===== config.mk =====
export PLATFORM = sky130hd
export DESIGN_NAME = ocf_fault_ctrl
export DESIGN_NICKNAME = d
export VERILOG_FILES = /design/src/verilog/ocf_pkg.sv /design/src/verilog/ocf_delay_timer.sv /design/src/verilog/ocf_reg_port.sv /design/src/verilog/ocf_fault_ctrl.sv
export VERILOG_INCLUDE_DIRS = /design/src /design/src/verilog
export SDC_FILE = /design/constraint.sdc
export NUM_CORES = 1
export LEC_CHECK = 0
export BUFFER_PORTS_ARGS = -buffer_cell sky130_fd_sc_hd__buf_2
export CORE_MARGIN = 2
export CORE_UTILIZATION = 56
export CTS_BUF_LIST = sky130_fd_sc_hd__clkbuf_8
export DETAILED_ROUTE_END_ITERATION = 16
export MAX_ROUTING_LAYER = met4
export PLACE_DENSITY = 0.79
export SYNTH_ARGS = -nofsm -noshare
export SYNTH_HDL_FRONTEND = slang
export SYNTH_SLANG_ARGS = --single-unit
export TNS_END_PERCENT = 20

===== constraint.sdc =====
create_clock -name clock_i -period 5.2 [get_ports clock_i]
set_clock_uncertainty 0.2 [all_clocks]
set_input_delay 1.04 -clock clock_i [delete_from_list [all_inputs] [get_ports clock_i]]
set_output_delay 1.04 -clock clock_i [all_outputs]
set_load 0.01 [all_outputs]

===== src/verilog/ocf_cfg.svh =====
`ifndef OCF_CFG_SVH
`define OCF_CFG_SVH

// Command codes of the fault settings
`define OCF_CMD_TRIP        8'h46
`define OCF_CMD_REACT       8'h47
`define OCF_CMD_FLOOR       8'h48

// Reset values
`define OCF_TRIP_RST        16'hffff
`define OCF_REACT_RST       8'hc0
`define OCF_FLOOR_RST       16'h0000

// Field positions in the reaction byte
`define OCF_RESP_HI         7
`define OCF_RESP_LO         6
`define OCF_RETRY_HI        5
`define OCF_RETRY_LO        3
`define OCF_DLY_HI          2
`define OCF_DLY_LO          0

// Reaction codes
`define OCF_RESP_BRICK      2'h0
`define OCF_RESP_COND       2'h1
`define OCF_RESP_DELAY      2'h2
`define OCF_RESP_OFF        2'h3

// Retry codes
`define OCF_RETRY_NONE      3'h0
`define OCF_RETRY_FOREVER   3'h7

`define OCF_BYTE_MASK       16'h00ff
`define OCF_ZERO16          16'h0000

`endif


===== src/verilog/ocf_pkg.sv =====
package ocf_pkg;

   typedef struct packed
   {
      logic        valid;
      logic        write;
      logic [7:0]  code;
      logic [15:0] wdata;
   } ocf_cmd_t;

   typedef struct packed
   {
      logic [15:0] trip;
      logic [7:0]  react;
      logic [15:0] floor;
   } ocf_cfg_t;

   typedef enum logic [2:0]
   {
      OCF_ST_OFF     = 3'h0,
      OCF_ST_RUN     = 3'h1,
      OCF_ST_LIMIT   = 3'h2,
      OCF_ST_WAIT    = 3'h3,
      OCF_ST_LATCHED = 3'h4
   } ocf_state_t;

endpackage


===== src/verilog/ocf_delay_timer.sv =====
`timescale 1ns/100ps
`include "ocf_cfg.svh"

// Counts 2**code time units, each unit lasting unit_cycles_i clocks
module ocf_delay_timer
#(
   parameter int UW = 16
)
(
   input  wire logic          clock_i,
   input  wire logic          rst_i,
   input  wire logic          start_i,
   input  wire logic [2:0]    code_i,
   input  wire logic [UW-1:0] unit_cycles_i,
   output logic               busy_o,
   output logic               done_o
);

   logic [UW-1:0] pre_reg;
   logic [UW-1:0] pre_next;
   logic [7:0]    units_reg;
   logic [7:0]    units_next;
   logic          busy_reg;
   logic          busy_next;
   logic          done_reg;
   logic          done_next;
   logic          unit_end;

   assign unit_end = (pre_reg >= unit_cycles_i - UW'(1));

   always_comb
   begin
      pre_next   = pre_reg;
      units_next = units_reg;
      busy_next  = busy_reg;
      done_next  = 1'b0;
      if (start_i)
      begin
         pre_next   = '0;
         units_next = 8'h01 << code_i;
         busy_next  = 1'b1;
      end
      else if (busy_reg)
      begin
         if (unit_end)
         begin
            pre_next   = '0;
            units_next = units_reg - 8'h01;
            if (units_reg == 8'h01)
            begin
               busy_next = 1'b0;
               done_next = 1'b1;
            end
         end
         else
         begin
            pre_next = pre_reg + UW'(1);
         end
      end
   end

   always_ff @(posedge clock_i)
   begin
      if (rst_i)
      begin
         pre_reg   <= '0;
         units_reg <= 8'h00;
         busy_reg  <= 1'b0;
         done_reg  <= 1'b0;
      end
      else
      begin
         pre_reg   <= pre_next;
         units_reg <= units_next;
         busy_reg  <= busy_next;
         done_reg  <= done_next;
      end
   end

   assign busy_o = busy_reg;
   assign done_o = done_reg;

endmodule


===== src/verilog/ocf_reg_port.sv =====
`timescale 1ns/100ps
`include "ocf_cfg.svh"

// Holds the three fault settings behind the command port
module ocf_reg_port
(
   input  wire logic             clock_i,
   input  wire logic             rst_i,
   input  wire ocf_pkg::ocf_cmd_t cmd_i,
   output ocf_pkg::ocf_cfg_t     cfg_o,
   output logic [15:0]           rdata_o,
   output logic                  ack_o,
   output logic                  known_o
);

   ocf_pkg::ocf_cfg_t cfg_reg;
   ocf_pkg::ocf_cfg_t cfg_next;
   logic [15:0]       rdata_reg;
   logic [15:0]       rdata_next;
   logic              ack_reg;
   logic              known_reg;
   logic              known_next;

   always_comb
   begin
      cfg_next   = cfg_reg;
      rdata_next = `OCF_ZERO16;
      known_next = 1'b1;
      case (cmd_i.code)
         `OCF_CMD_TRIP:
         begin
            rdata_next = cfg_reg.trip;
            if (cmd_i.valid && cmd_i.write)
               cfg_next.trip = cmd_i.wdata;
         end
         `OCF_CMD_REACT:
         begin
            rdata_next = {8'h00, cfg_reg.react};
            if (cmd_i.valid && cmd_i.write)
               cfg_next.react = cmd_i.wdata[7:0];
         end
         `OCF_CMD_FLOOR:
         begin
            rdata_next = cfg_reg.floor;
            if (cmd_i.valid && cmd_i.write)
               cfg_next.floor = cmd_i.wdata;
         end
         default:
         begin
            known_next = 1'b0;
         end
      endcase
   end

   always_ff @(posedge clock_i)
   begin
      if (rst_i)
      begin
         cfg_reg   <= {`OCF_TRIP_RST, `OCF_REACT_RST, `OCF_FLOOR_RST};
         rdata_reg <= `OCF_ZERO16;
         ack_reg   <= 1'b0;
         known_reg <= 1'b0;
      end
      else
      begin
         cfg_reg   <= cfg_next;
         rdata_reg <= (cmd_i.valid && !cmd_i.write) ? rdata_next : `OCF_ZERO16;
         ack_reg   <= cmd_i.valid;
         known_reg <= cmd_i.valid && known_next;
      end
   end

   assign cfg_o   = cfg_reg;
   assign rdata_o = rdata_reg;
   assign ack_o   = ack_reg;
   assign known_o = known_reg;

endmodule


===== src/verilog/ocf_fault_ctrl.sv =====
`timescale 1ns/100ps
`include "ocf_cfg.svh"

// Summary of operation
// - The trip threshold is a 16-bit word held for the host to read and write.
// - Every over-current event sets the sticky fault flag and raises the host alert whatever the reaction.
// - Reaction 00 keeps the output on and limits current at the threshold for as long as the fault lasts.
// - Reaction 01 limits current while the output voltage stays at or above the floor, and shuts down below it.
// - Reaction 10 limits current for the programmed delay and shuts down if still limiting when it ends.
// - Reaction 11 disables the output at once and then follows the retry setting.
// - Retry code 000 keeps the output off until the fault is cleared.
// - Retry codes 001 to 110 allow that many restarts, after which the output stays off until cleared.
// - Restart attempts are spaced by 2**code delay time units, the span that the delay code stands for.
// - Retry code 111 restarts without any limit on the count.
// - Unlimited retrying stops only on an off command, the control pin going low, loss of bias power or another shutdown fault.
// - Delay codes 0 to 7 stand for 1, 2, 4 up to 128 time units of a separately set length.
// - The voltage floor for reaction 01 is its own writable 16-bit word.
module ocf_fault_ctrl
#(
   parameter int UW = 16
)
(
   input  wire logic              clock_i,
   input  wire logic              rst_i,
   input  wire ocf_pkg::ocf_cmd_t cmd_i,
   output logic [15:0]            cmd_rdata_o,
   output logic                   cmd_ack_o,
   output logic                   cmd_known_o,
   input  wire logic [UW-1:0]     delay_unit_cycles_i,
   input  wire logic              on_pin_i,
   input  wire logic              op_on_i,
   input  wire logic              bias_ok_i,
   input  wire logic              other_fault_i,
   input  wire logic              clear_fault_i,
   input  wire logic [15:0]       iout_meas_i,
   input  wire logic [15:0]       vout_meas_i,
   output logic                   output_en_o,
   output logic                   current_limit_o,
   output logic [15:0]            limit_level_o,
   output logic                   oc_fault_flag_o,
   output logic                   alert_o,
   output logic [2:0]             restart_count_o,
   output ocf_pkg::ocf_state_t    state_o
);

   ////////////////////////////////////////////////////////////////////////////
   // Settings

   ocf_pkg::ocf_cfg_t cfg;
   logic [1:0]        resp;
   logic [2:0]        retry;
   logic [2:0]        dly;

   ocf_reg_port u_regs
   (
      .clock_i (clock_i),
      .rst_i   (rst_i),
      .cmd_i   (cmd_i),
      .cfg_o   (cfg),
      .rdata_o (cmd_rdata_o),
      .ack_o   (cmd_ack_o),
      .known_o (cmd_known_o)
   );

   assign resp  = cfg.react[`OCF_RESP_HI:`OCF_RESP_LO];
   assign retry = cfg.react[`OCF_RETRY_HI:`OCF_RETRY_LO];
   assign dly   = cfg.react[`OCF_DLY_HI:`OCF_DLY_LO];

   ////////////////////////////////////////////////////////////////////////////
   // Control pin synchroniser

   logic pin_meta_reg;
   logic pin_sync_reg;

   always_ff @(posedge clock_i)
   begin
      if (rst_i)
      begin
         pin_meta_reg <= 1'b0;
         pin_sync_reg <= 1'b0;
      end
      else
      begin
         pin_meta_reg <= on_pin_i;
         pin_sync_reg <= pin_meta_reg;
      end
   end

   ////////////////////////////////////////////////////////////////////////////
   // Fault conditions

   logic run_ok;
   logic over_current;
   logic under_floor;

   // Any of these stops the output and also ends unlimited retrying
   assign run_ok       = pin_sync_reg && op_on_i && bias_ok_i && !other_fault_i;
   assign over_current = (iout_meas_i > cfg.trip);
   assign under_floor  = (vout_meas_i < cfg.floor);

   ////////////////////////////////////////////////////////////////////////////
   // Delay timer

   logic timer_start;
   logic timer_busy;
   logic timer_done;

   ocf_delay_timer #(.UW(UW)) u_timer
   (
      .clock_i       (clock_i),
      .rst_i         (rst_i),
      .start_i       (timer_start),
      .code_i        (dly),
      .unit_cycles_i (delay_unit_cycles_i),
      .busy_o        (timer_busy),
      .done_o        (timer_done)
   );

   ////////////////////////////////////////////////////////////////////////////
   // Reaction state machine

   ocf_pkg::ocf_state_t state_reg;
   ocf_pkg::ocf_state_t state_next;
   logic [2:0]          count_reg;
   logic [2:0]          count_next;
   logic                flag_reg;
   logic                flag_next;
   logic                oc_event;
   logic                shut;
   logic                budget_left;

   assign budget_left = (retry == `OCF_RETRY_FOREVER) ||
                        ((retry != `OCF_RETRY_NONE) && (count_reg < retry));

   always_comb
   begin
      state_next  = state_reg;
      count_next  = count_reg;
      timer_start = 1'b0;
      oc_event    = 1'b0;
      shut        = 1'b0;
      case (state_reg)
         ocf_pkg::OCF_ST_OFF:
         begin
            if (run_ok)
            begin
               count_next = 3'h0;
               state_next = ocf_pkg::OCF_ST_RUN;
            end
         end
         ocf_pkg::OCF_ST_RUN:
         begin
            if (over_current)
            begin
               oc_event = 1'b1;
               if (resp == `OCF_RESP_OFF)
               begin
                  shut = 1'b1;
               end
               else if (resp == `OCF_RESP_COND && under_floor)
               begin
                  shut = 1'b1;
               end
               else
               begin
                  timer_start = (resp == `OCF_RESP_DELAY);
                  state_next  = ocf_pkg::OCF_ST_LIMIT;
               end
            end
         end
         ocf_pkg::OCF_ST_LIMIT:
         begin
            if (!over_current)
            begin
               state_next = ocf_pkg::OCF_ST_RUN;
            end
            else
            begin
               case (resp)
                  `OCF_RESP_BRICK:
                  begin
                     state_next = ocf_pkg::OCF_ST_LIMIT;
                  end
                  `OCF_RESP_COND:
                  begin
                     shut = under_floor;
                  end
                  `OCF_RESP_DELAY:
                  begin
                     shut = timer_done || !timer_busy;
                  end
                  default:
                  begin
                     shut = 1'b1;
                  end
               endcase
            end
         end
         ocf_pkg::OCF_ST_WAIT:
         begin
            if (timer_done)
            begin
               // Restart attempt: output comes back on
               if (count_reg != `OCF_RETRY_FOREVER)
                  count_next = count_reg + 3'h1;
               state_next = ocf_pkg::OCF_ST_RUN;
            end
         end
         ocf_pkg::OCF_ST_LATCHED:
         begin
            if (clear_fault_i)
            begin
               count_next = 3'h0;
               state_next = ocf_pkg::OCF_ST_RUN;
            end
         end
         default:
         begin
            state_next = ocf_pkg::OCF_ST_OFF;
         end
      endcase

      if (shut)
      begin
         if (budget_left)
         begin
            timer_start = 1'b1;
            state_next  = ocf_pkg::OCF_ST_WAIT;
         end
         else
         begin
            state_next = ocf_pkg::OCF_ST_LATCHED;
         end
      end

      if (!run_ok)
      begin
         state_next = ocf_pkg::OCF_ST_OFF;
      end
   end

   // Sticky flag: a new event wins over a clear in the same cycle
   always_comb
   begin
      flag_next = flag_reg;
      if (clear_fault_i)
         flag_next = 1'b0;
      if (oc_event)
         flag_next = 1'b1;
   end

   always_ff @(posedge clock_i)
   begin
      if (rst_i)
      begin
         state_reg <= ocf_pkg::OCF_ST_OFF;
         count_reg <= 3'h0;
         flag_reg  <= 1'b0;
      end
      else
      begin
         state_reg <= state_next;
         count_reg <= count_next;
         flag_reg  <= flag_next;
      end
   end

   ////////////////////////////////////////////////////////////////////////////
   // Outputs

   logic en_reg;
   logic en_next;
   logic lim_reg;
   logic lim_next;

   always_comb
   begin
      en_next  = (state_next == ocf_pkg::OCF_ST_RUN) ||
                 (state_next == ocf_pkg::OCF_ST_LIMIT);
      lim_next = (state_next == ocf_pkg::OCF_ST_LIMIT);
   end

   always_ff @(posedge clock_i)
   begin
      if (rst_i)
      begin
         en_reg  <= 1'b0;
         lim_reg <= 1'b0;
      end
      else
      begin
         en_reg  <= en_next;
         lim_reg <= lim_next;
      end
   end

   assign output_en_o     = en_reg;
   assign current_limit_o = lim_reg;
   assign limit_level_o   = cfg.trip;
   assign oc_fault_flag_o = flag_reg;
   assign alert_o         = flag_reg;
   assign restart_count_o = count_reg;
   assign state_o         = state_reg;

endmodule


=== Word level (Yosys, flattened, before mapping) ===
Cells that the tools add are included.

* Add/sub/neg operators: 4
* $lt $le $gt $ge: 4
* Equal/unequal tests: 19
* Shift-type cells: 1
* Multiplexer cells: 43
* Bitwise logic cells: 3
* Reductions and logical operators: 30

{| class="wikitable"
|+ Operator list
! kind !! count
|-
| $pmux 16 s3 || 1
|-
| $mux 3 || 14
|-
| $eq 8x7->1 const B || 3
|-
| $mux 8 || 3
|-
| $mux 1 || 20
|-
| $add 16x1->16 const B || 1
|-
| $ge 16x16->1 || 1
|-
| $gt 16x16->1 || 1
|-
| $lt 16x16->1 || 1
|-
| $mux 16 || 1
|-
| $sub 16x1->16 const B || 1
|-
| $pmux 3 s5 || 1
|-
| $eq 3x2->1 const B || 3
|-
| $pmux 3 s3 || 1
|-
| $eq 8x1->1 const B || 1
|-
| $logic_and 1x1->1 || 8
|-
| $reduce_and 2->1 || 4
|-
| $shl 1x3->8 const A || 1
|-
| $sub 8x1->8 const B || 1
|-
| $eq 3x1->1 const B || 2
|-
| $eq 3x3->1 const B || 2
|-
| $ne 2x2->1 const B || 3
|-
| $reduce_bool 2->1 || 3
|-
| $reduce_bool 3->1 || 2
|-
| 17 further kinds || 25
|}

* Register bits: 95
* Logic and storage cells: 121

=== Depth between registers and ports, before layout ===
* Depth in word-level cells: 10
* Depth in mapped cells: 15
* Mapped depth without buffers: 13

=== By module ===
Synthesis repeated with hierarchy kept, for this count alone.

* Cell total of the unflattened synthesis: 676
* Area, all modules: 5,898.2 µm²

{| class="wikitable"
|+ Modules (own cells, without submodules)
! module !! times used !! cells an instance !! area each (µm²) !! seq. area each (µm²)
|-
| ocf_reg_port || 1 || 253 || 2,502.4 || 1,161.1
|-
| ocf_delay_timer || 1 || 232 || 1,899.3 || 520.5
|-
| ocf_fault_ctrl || 1 || 191 || 1,496.4 || 220.2
|}

=== Worst setup path after synthesis ===
Ideal clock, no wire load.

* Path kind: input to register
* Start point: in delay_unit_cycles_i[5]
* End point: reg u_timer.pre_reg[10]
* Setup time: 0.117 ns
* Arrival: 3.756 ns
* Data required time: 4.883 ns
* Setup slack: 1.126 ns
* Stages: 13
* Buffers on the path: 2
* Cell sequence: nor4_1 nand3_1 nor3_1 xnor2_1 ha_1 nand2_1 a2111oi_0 o2bb2ai_1 or2_2 buf_2 nand3_1 buf_2 nor2_1

* Cells in the longest elaborated chain, start to end: 3

{| class="wikitable"
|+ Ends and longest elaborated chain
! item !! RTL line !! RTL
|-
| start: declaration || ocf_fault_ctrl.sv:29 || <nowiki>input wire logic [UW-1:0] delay_unit_cycles_i,</nowiki>
|-
| $sub 16x1->16 || ocf_delay_timer.sv:29 || <nowiki>assign unit_end = (pre_reg >= unit_cycles_i - UW'(1));</nowiki>
|-
| $ge 16x16->1 || ocf_delay_timer.sv:29 ||
|-
| $mux 16 || ocf_delay_timer.sv:45 || <nowiki>if (unit_end)</nowiki>
|-
| end signal: assignment || ocf_delay_timer.sv:73 || <nowiki>pre_reg <= pre_next;</nowiki>
|-
| end: declaration || ocf_delay_timer.sv:19 || <nowiki>logic [UW-1:0] pre_reg;</nowiki>
|}

Every way passes these cells.
A chain may end at the register's enable or synchronous reset.

=== Worst setup path after layout ===
* Start point: in delay_unit_cycles_i[4]
* End point: reg u_timer.pre_reg[3]

The elaborated chain is that of the path after synthesis.

==> impl_results.md <==
* Status: finished, final reports clean
* Worst Reg-to-Reg Cells at 9
* Hold Startpoint: pin_meta_reg$_SDFF_PP0_
* Largest register FFs at 40
* Initial Utilization at 0.569
* Setup tns final at 0 ns
* FFs w/ async S/R, synth at 0
* Worst hold path type: register to register
* Layout Utilization at 0.649
* Min Clock Period, post-route at 4.35 ns
* Via count at 5006
* Crit-path slowest cell: nor4_1
* Post-synth EDFFs at 0
* Router iterations before antenna repair at 5
* Worst vdd ir at 0.169 mV
* P&R area growth vs syn at 14.0%
* Routability cong. at 0.905
* RSZ-0062 raised after global routing: false
* Clk_lat worst skew at 0.36 ns
* I/O pins at 125
* Mapped Cells at 662
* #FFs+latches synth at 95
* Gr ovfl total at 0
* Share of layout cells above drive strength 1 at 0.198
* CTS HTree Levels at 3
* CP bufs+invs at 1
* CTS Buffer Depth at 2
* Reg2reg end: u_timer.pre_reg[3]$_SDFFE_PP0P_
* Mapped Nets at 798
* Endpoint class of the critical path: register
* Crit Path Class: primary input to register
* RR Startpoint: u_regs.cfg_o[37]$_SDFFE_PP1P_
* Most frequent cells in the layout: buf_2, dfxtp_1, nand2_1
* Worst-path fanout max at 15
* Die ar. at 10600 sq um
* Hold depth at 1
* Initial DRC Count at 208
* WL/cell at 15.0 microns
* Final setup viols at 0
* Syn Area/Cell at 8.29 sq um
* Clock root buffer: clkbuf_8
* Gr usage total at 0.264
* Crit path cell chain: buf_2 > nor4_1 > nand3_1 > nor4_1 > xnor2_1 > ha_1 > a21oi_1 > o21ai_0 > o2bb2ai_1 > or2_2 > nand3_1 > nor2_1
* Worst Hold End: pin_sync_reg$_SDFF_PP0_
* MaxCap Viol Count at 0
* DRT Wirelength at 13.5 mm
* Slew at the pin with the worst max-slew slack at 0.714 ns
* Top_reg_cell synth: dfxtp_1
* First-pass GRT wire length at 21.3 mm
* Final Cycle Share at 0.836
* Synth Warn # at 0
* Post-synth cell types at 49
* Leak Pwr at 2.64 nW
* Die width at 103 microns
* PortBufs at 124
* Vias per inst at 5.57
* Largest net degree at the start of global routing at 56
* ANT nets after route at 0
* Arr. time, crit path at 4.44 ns
* Post-cts resize count at 0
* Slew HR at 0.522
* Setup slack, reg-to-reg at 2.23 ns
* Setup bufs post-CTS at 0
* Final hold violations at 0
* Delay-heaviest family, CP: simple AND/OR/NAND/NOR gates
* Most common cell after layout, fill and taps aside: buf_2
* Netlist Area Pre-Place at 5490 sq um
* Die height at 103 microns
* Largest stage delay, worst path at 0.58 ns
* Post-layout nets at 896
* Sequential-to-total area share from yosys stat at 0.347
* Clock Pin Slew Worst Setup and Hold Paths at 0.09 ns
* Inserted Clock Buffers at 9
* Site Rows at 36
* PwrDens at 214 nW/um^2
* Final Max Tran Viols at 0
* Fmax at 230 MHz
* CTS tree: done
* Hold buffer count at CTS at 0
* Residual DRC count at 0
* Placed wire-length estimate at 10.2 mm
* Vias in the first global route at 4787
* Clock sink count at 95
* CP Launch Type: primary input
* Required @ worst endpoint at 5.29 ns
* Initial antenna violation count at 1
* Core area at 9640 sq um
==> per-layer routing <==
layer,vias to the layer above,part of all wire,GRT usage
li1,2489,-,-
met1,2328,0.44,0.318
met2,160,0.48,0.441
met3,29,0.055,0.0400
met4,0,0.024,0.113
met5,-,0,-
==> synthesized netlist by cell type, types with 8 or more instances <==
cell type  instances  area, sq um
a211o_1           21          184
a21oi_1           48          240
a22oi_1           16          120
buf_4             19          143
clkbuf_1          13         48.8
dfxtp_1           95         1900
ha_1              55          688
inv_1             41          154
mux2i_1            9         90.1
nand2_1           77          289
nand2b_1          13         81.3
nand3_1           17         85.1
nor2_1            75          282
nor2b_1           12         75.1
nor3_1            13         65.1
nor4_1             9         56.3
o21ai_0           20          100
o22ai_1            8         50.1
xnor2_1           22          193
xor2_1            13          114
==> power breakdown <==
| part | switching [W] | internal (W) | total, W | leakage (nW) |
|---|---|---|---|---|
| registers | 0.000000587 | 0.000728 | 0.000729 | 0.766 |
| clock network | 0.000253 | 0.000244 | 0.000497 | 0.103 |
| logic | 0.0000623 | 0.0000480 | 0.000110 | 1.77 |
| total | 0.000316 | 0.00102 | 0.00134 | 2.64 |
==> worst register-to-register path, stage by stage (launching register included) <==
cell and delay, ns:
dfxtp_1 0.37, inv_1 0.07, ha_1 0.29, nand4_1 0.23, nor4_1 0.54, a211o_1 0.18
a31oi_1 0.06, o211ai_1 0.21, nand3_1 0.50, nor2_1 0.24
==> metrics by stage <==
| step | worst slack, ns | hold slack (ns) | std cells | power (W) | cell area (sq um) |
|---|---|---|---|---|---|
| 2_1_floorplan | 1.13 | 0.214 | 662 | 0.000799 | 5490 |
| 3_3_place_gp | 0.645 | 0.228 | 882 | 0.000850 | 6050 |
| 3_5_place_dp | 0.483 | 0.246 | 882 | 0.000855 | 6050 |
| 4_1_cts | 0.840 | 0.263 | 897 | 0.00133 | 6250 |
| 5_1_grt | 0.569 | 0.272 | 898 | 0.00138 | 6250 |
| 6_report | 0.851 | 0.258 | 898 | 0.00134 | 6250 |
==> cell type report <==
| class | instances | area (sq um) |
|---|---|---|
| repair buffers | 127 | 643 |
| well taps | 133 | 166 |
| inverters | 41 | 154 |
| flip-flops and latches | 95 | 1900 |
| fillers | 850 | 3390 |
| multi-input cells | 486 | 3190 |
| clock inverters | 4 | 46.3 |
| clock buffers | 11 | 151 |
| diodes | 1 | 2.50 |
==> how the worst max path moves through the flow <==
stage / cells after the start / to / slack (ns) / startpoint
after floorplan: 13 / u_timer.pre_reg[10]$_SDFFE_PP0P_ / 1.13 / delay_unit_cycles_i[5]
after global placement: 12 / u_timer.pre_reg[14]$_SDFFE_PP0P_ / 0.65 / delay_unit_cycles_i[4]
after detailed placement: 12 / u_timer.pre_reg[3]$_SDFFE_PP0P_ / 0.48 / delay_unit_cycles_i[4]
after CTS: 12 / u_timer.pre_reg[3]$_SDFFE_PP0P_ / 0.84 / delay_unit_cycles_i[4]
after global routing: 12 / u_timer.pre_reg[3]$_SDFFE_PP0P_ / 0.57 / delay_unit_cycles_i[4]
final: 12 / u_timer.pre_reg[3]$_SDFFE_PP0P_ / 0.85 / delay_unit_cycles_i[4]
==> cells by family after synthesis <==
| family | synth area share |
|---|---|
| AOI/OAI and AO/OA | 0.164 |
| buffers and inverters | 0.0725 |
| muxes | 0.0185 |
| DFF | 0.347 |
| and+or+nand+nor | 0.217 |
| adders and majority gates | 0.125 |
| xor gates and xnor gates | 0.0559 |
Note: power is estimated with default switching activity, not from simulation.
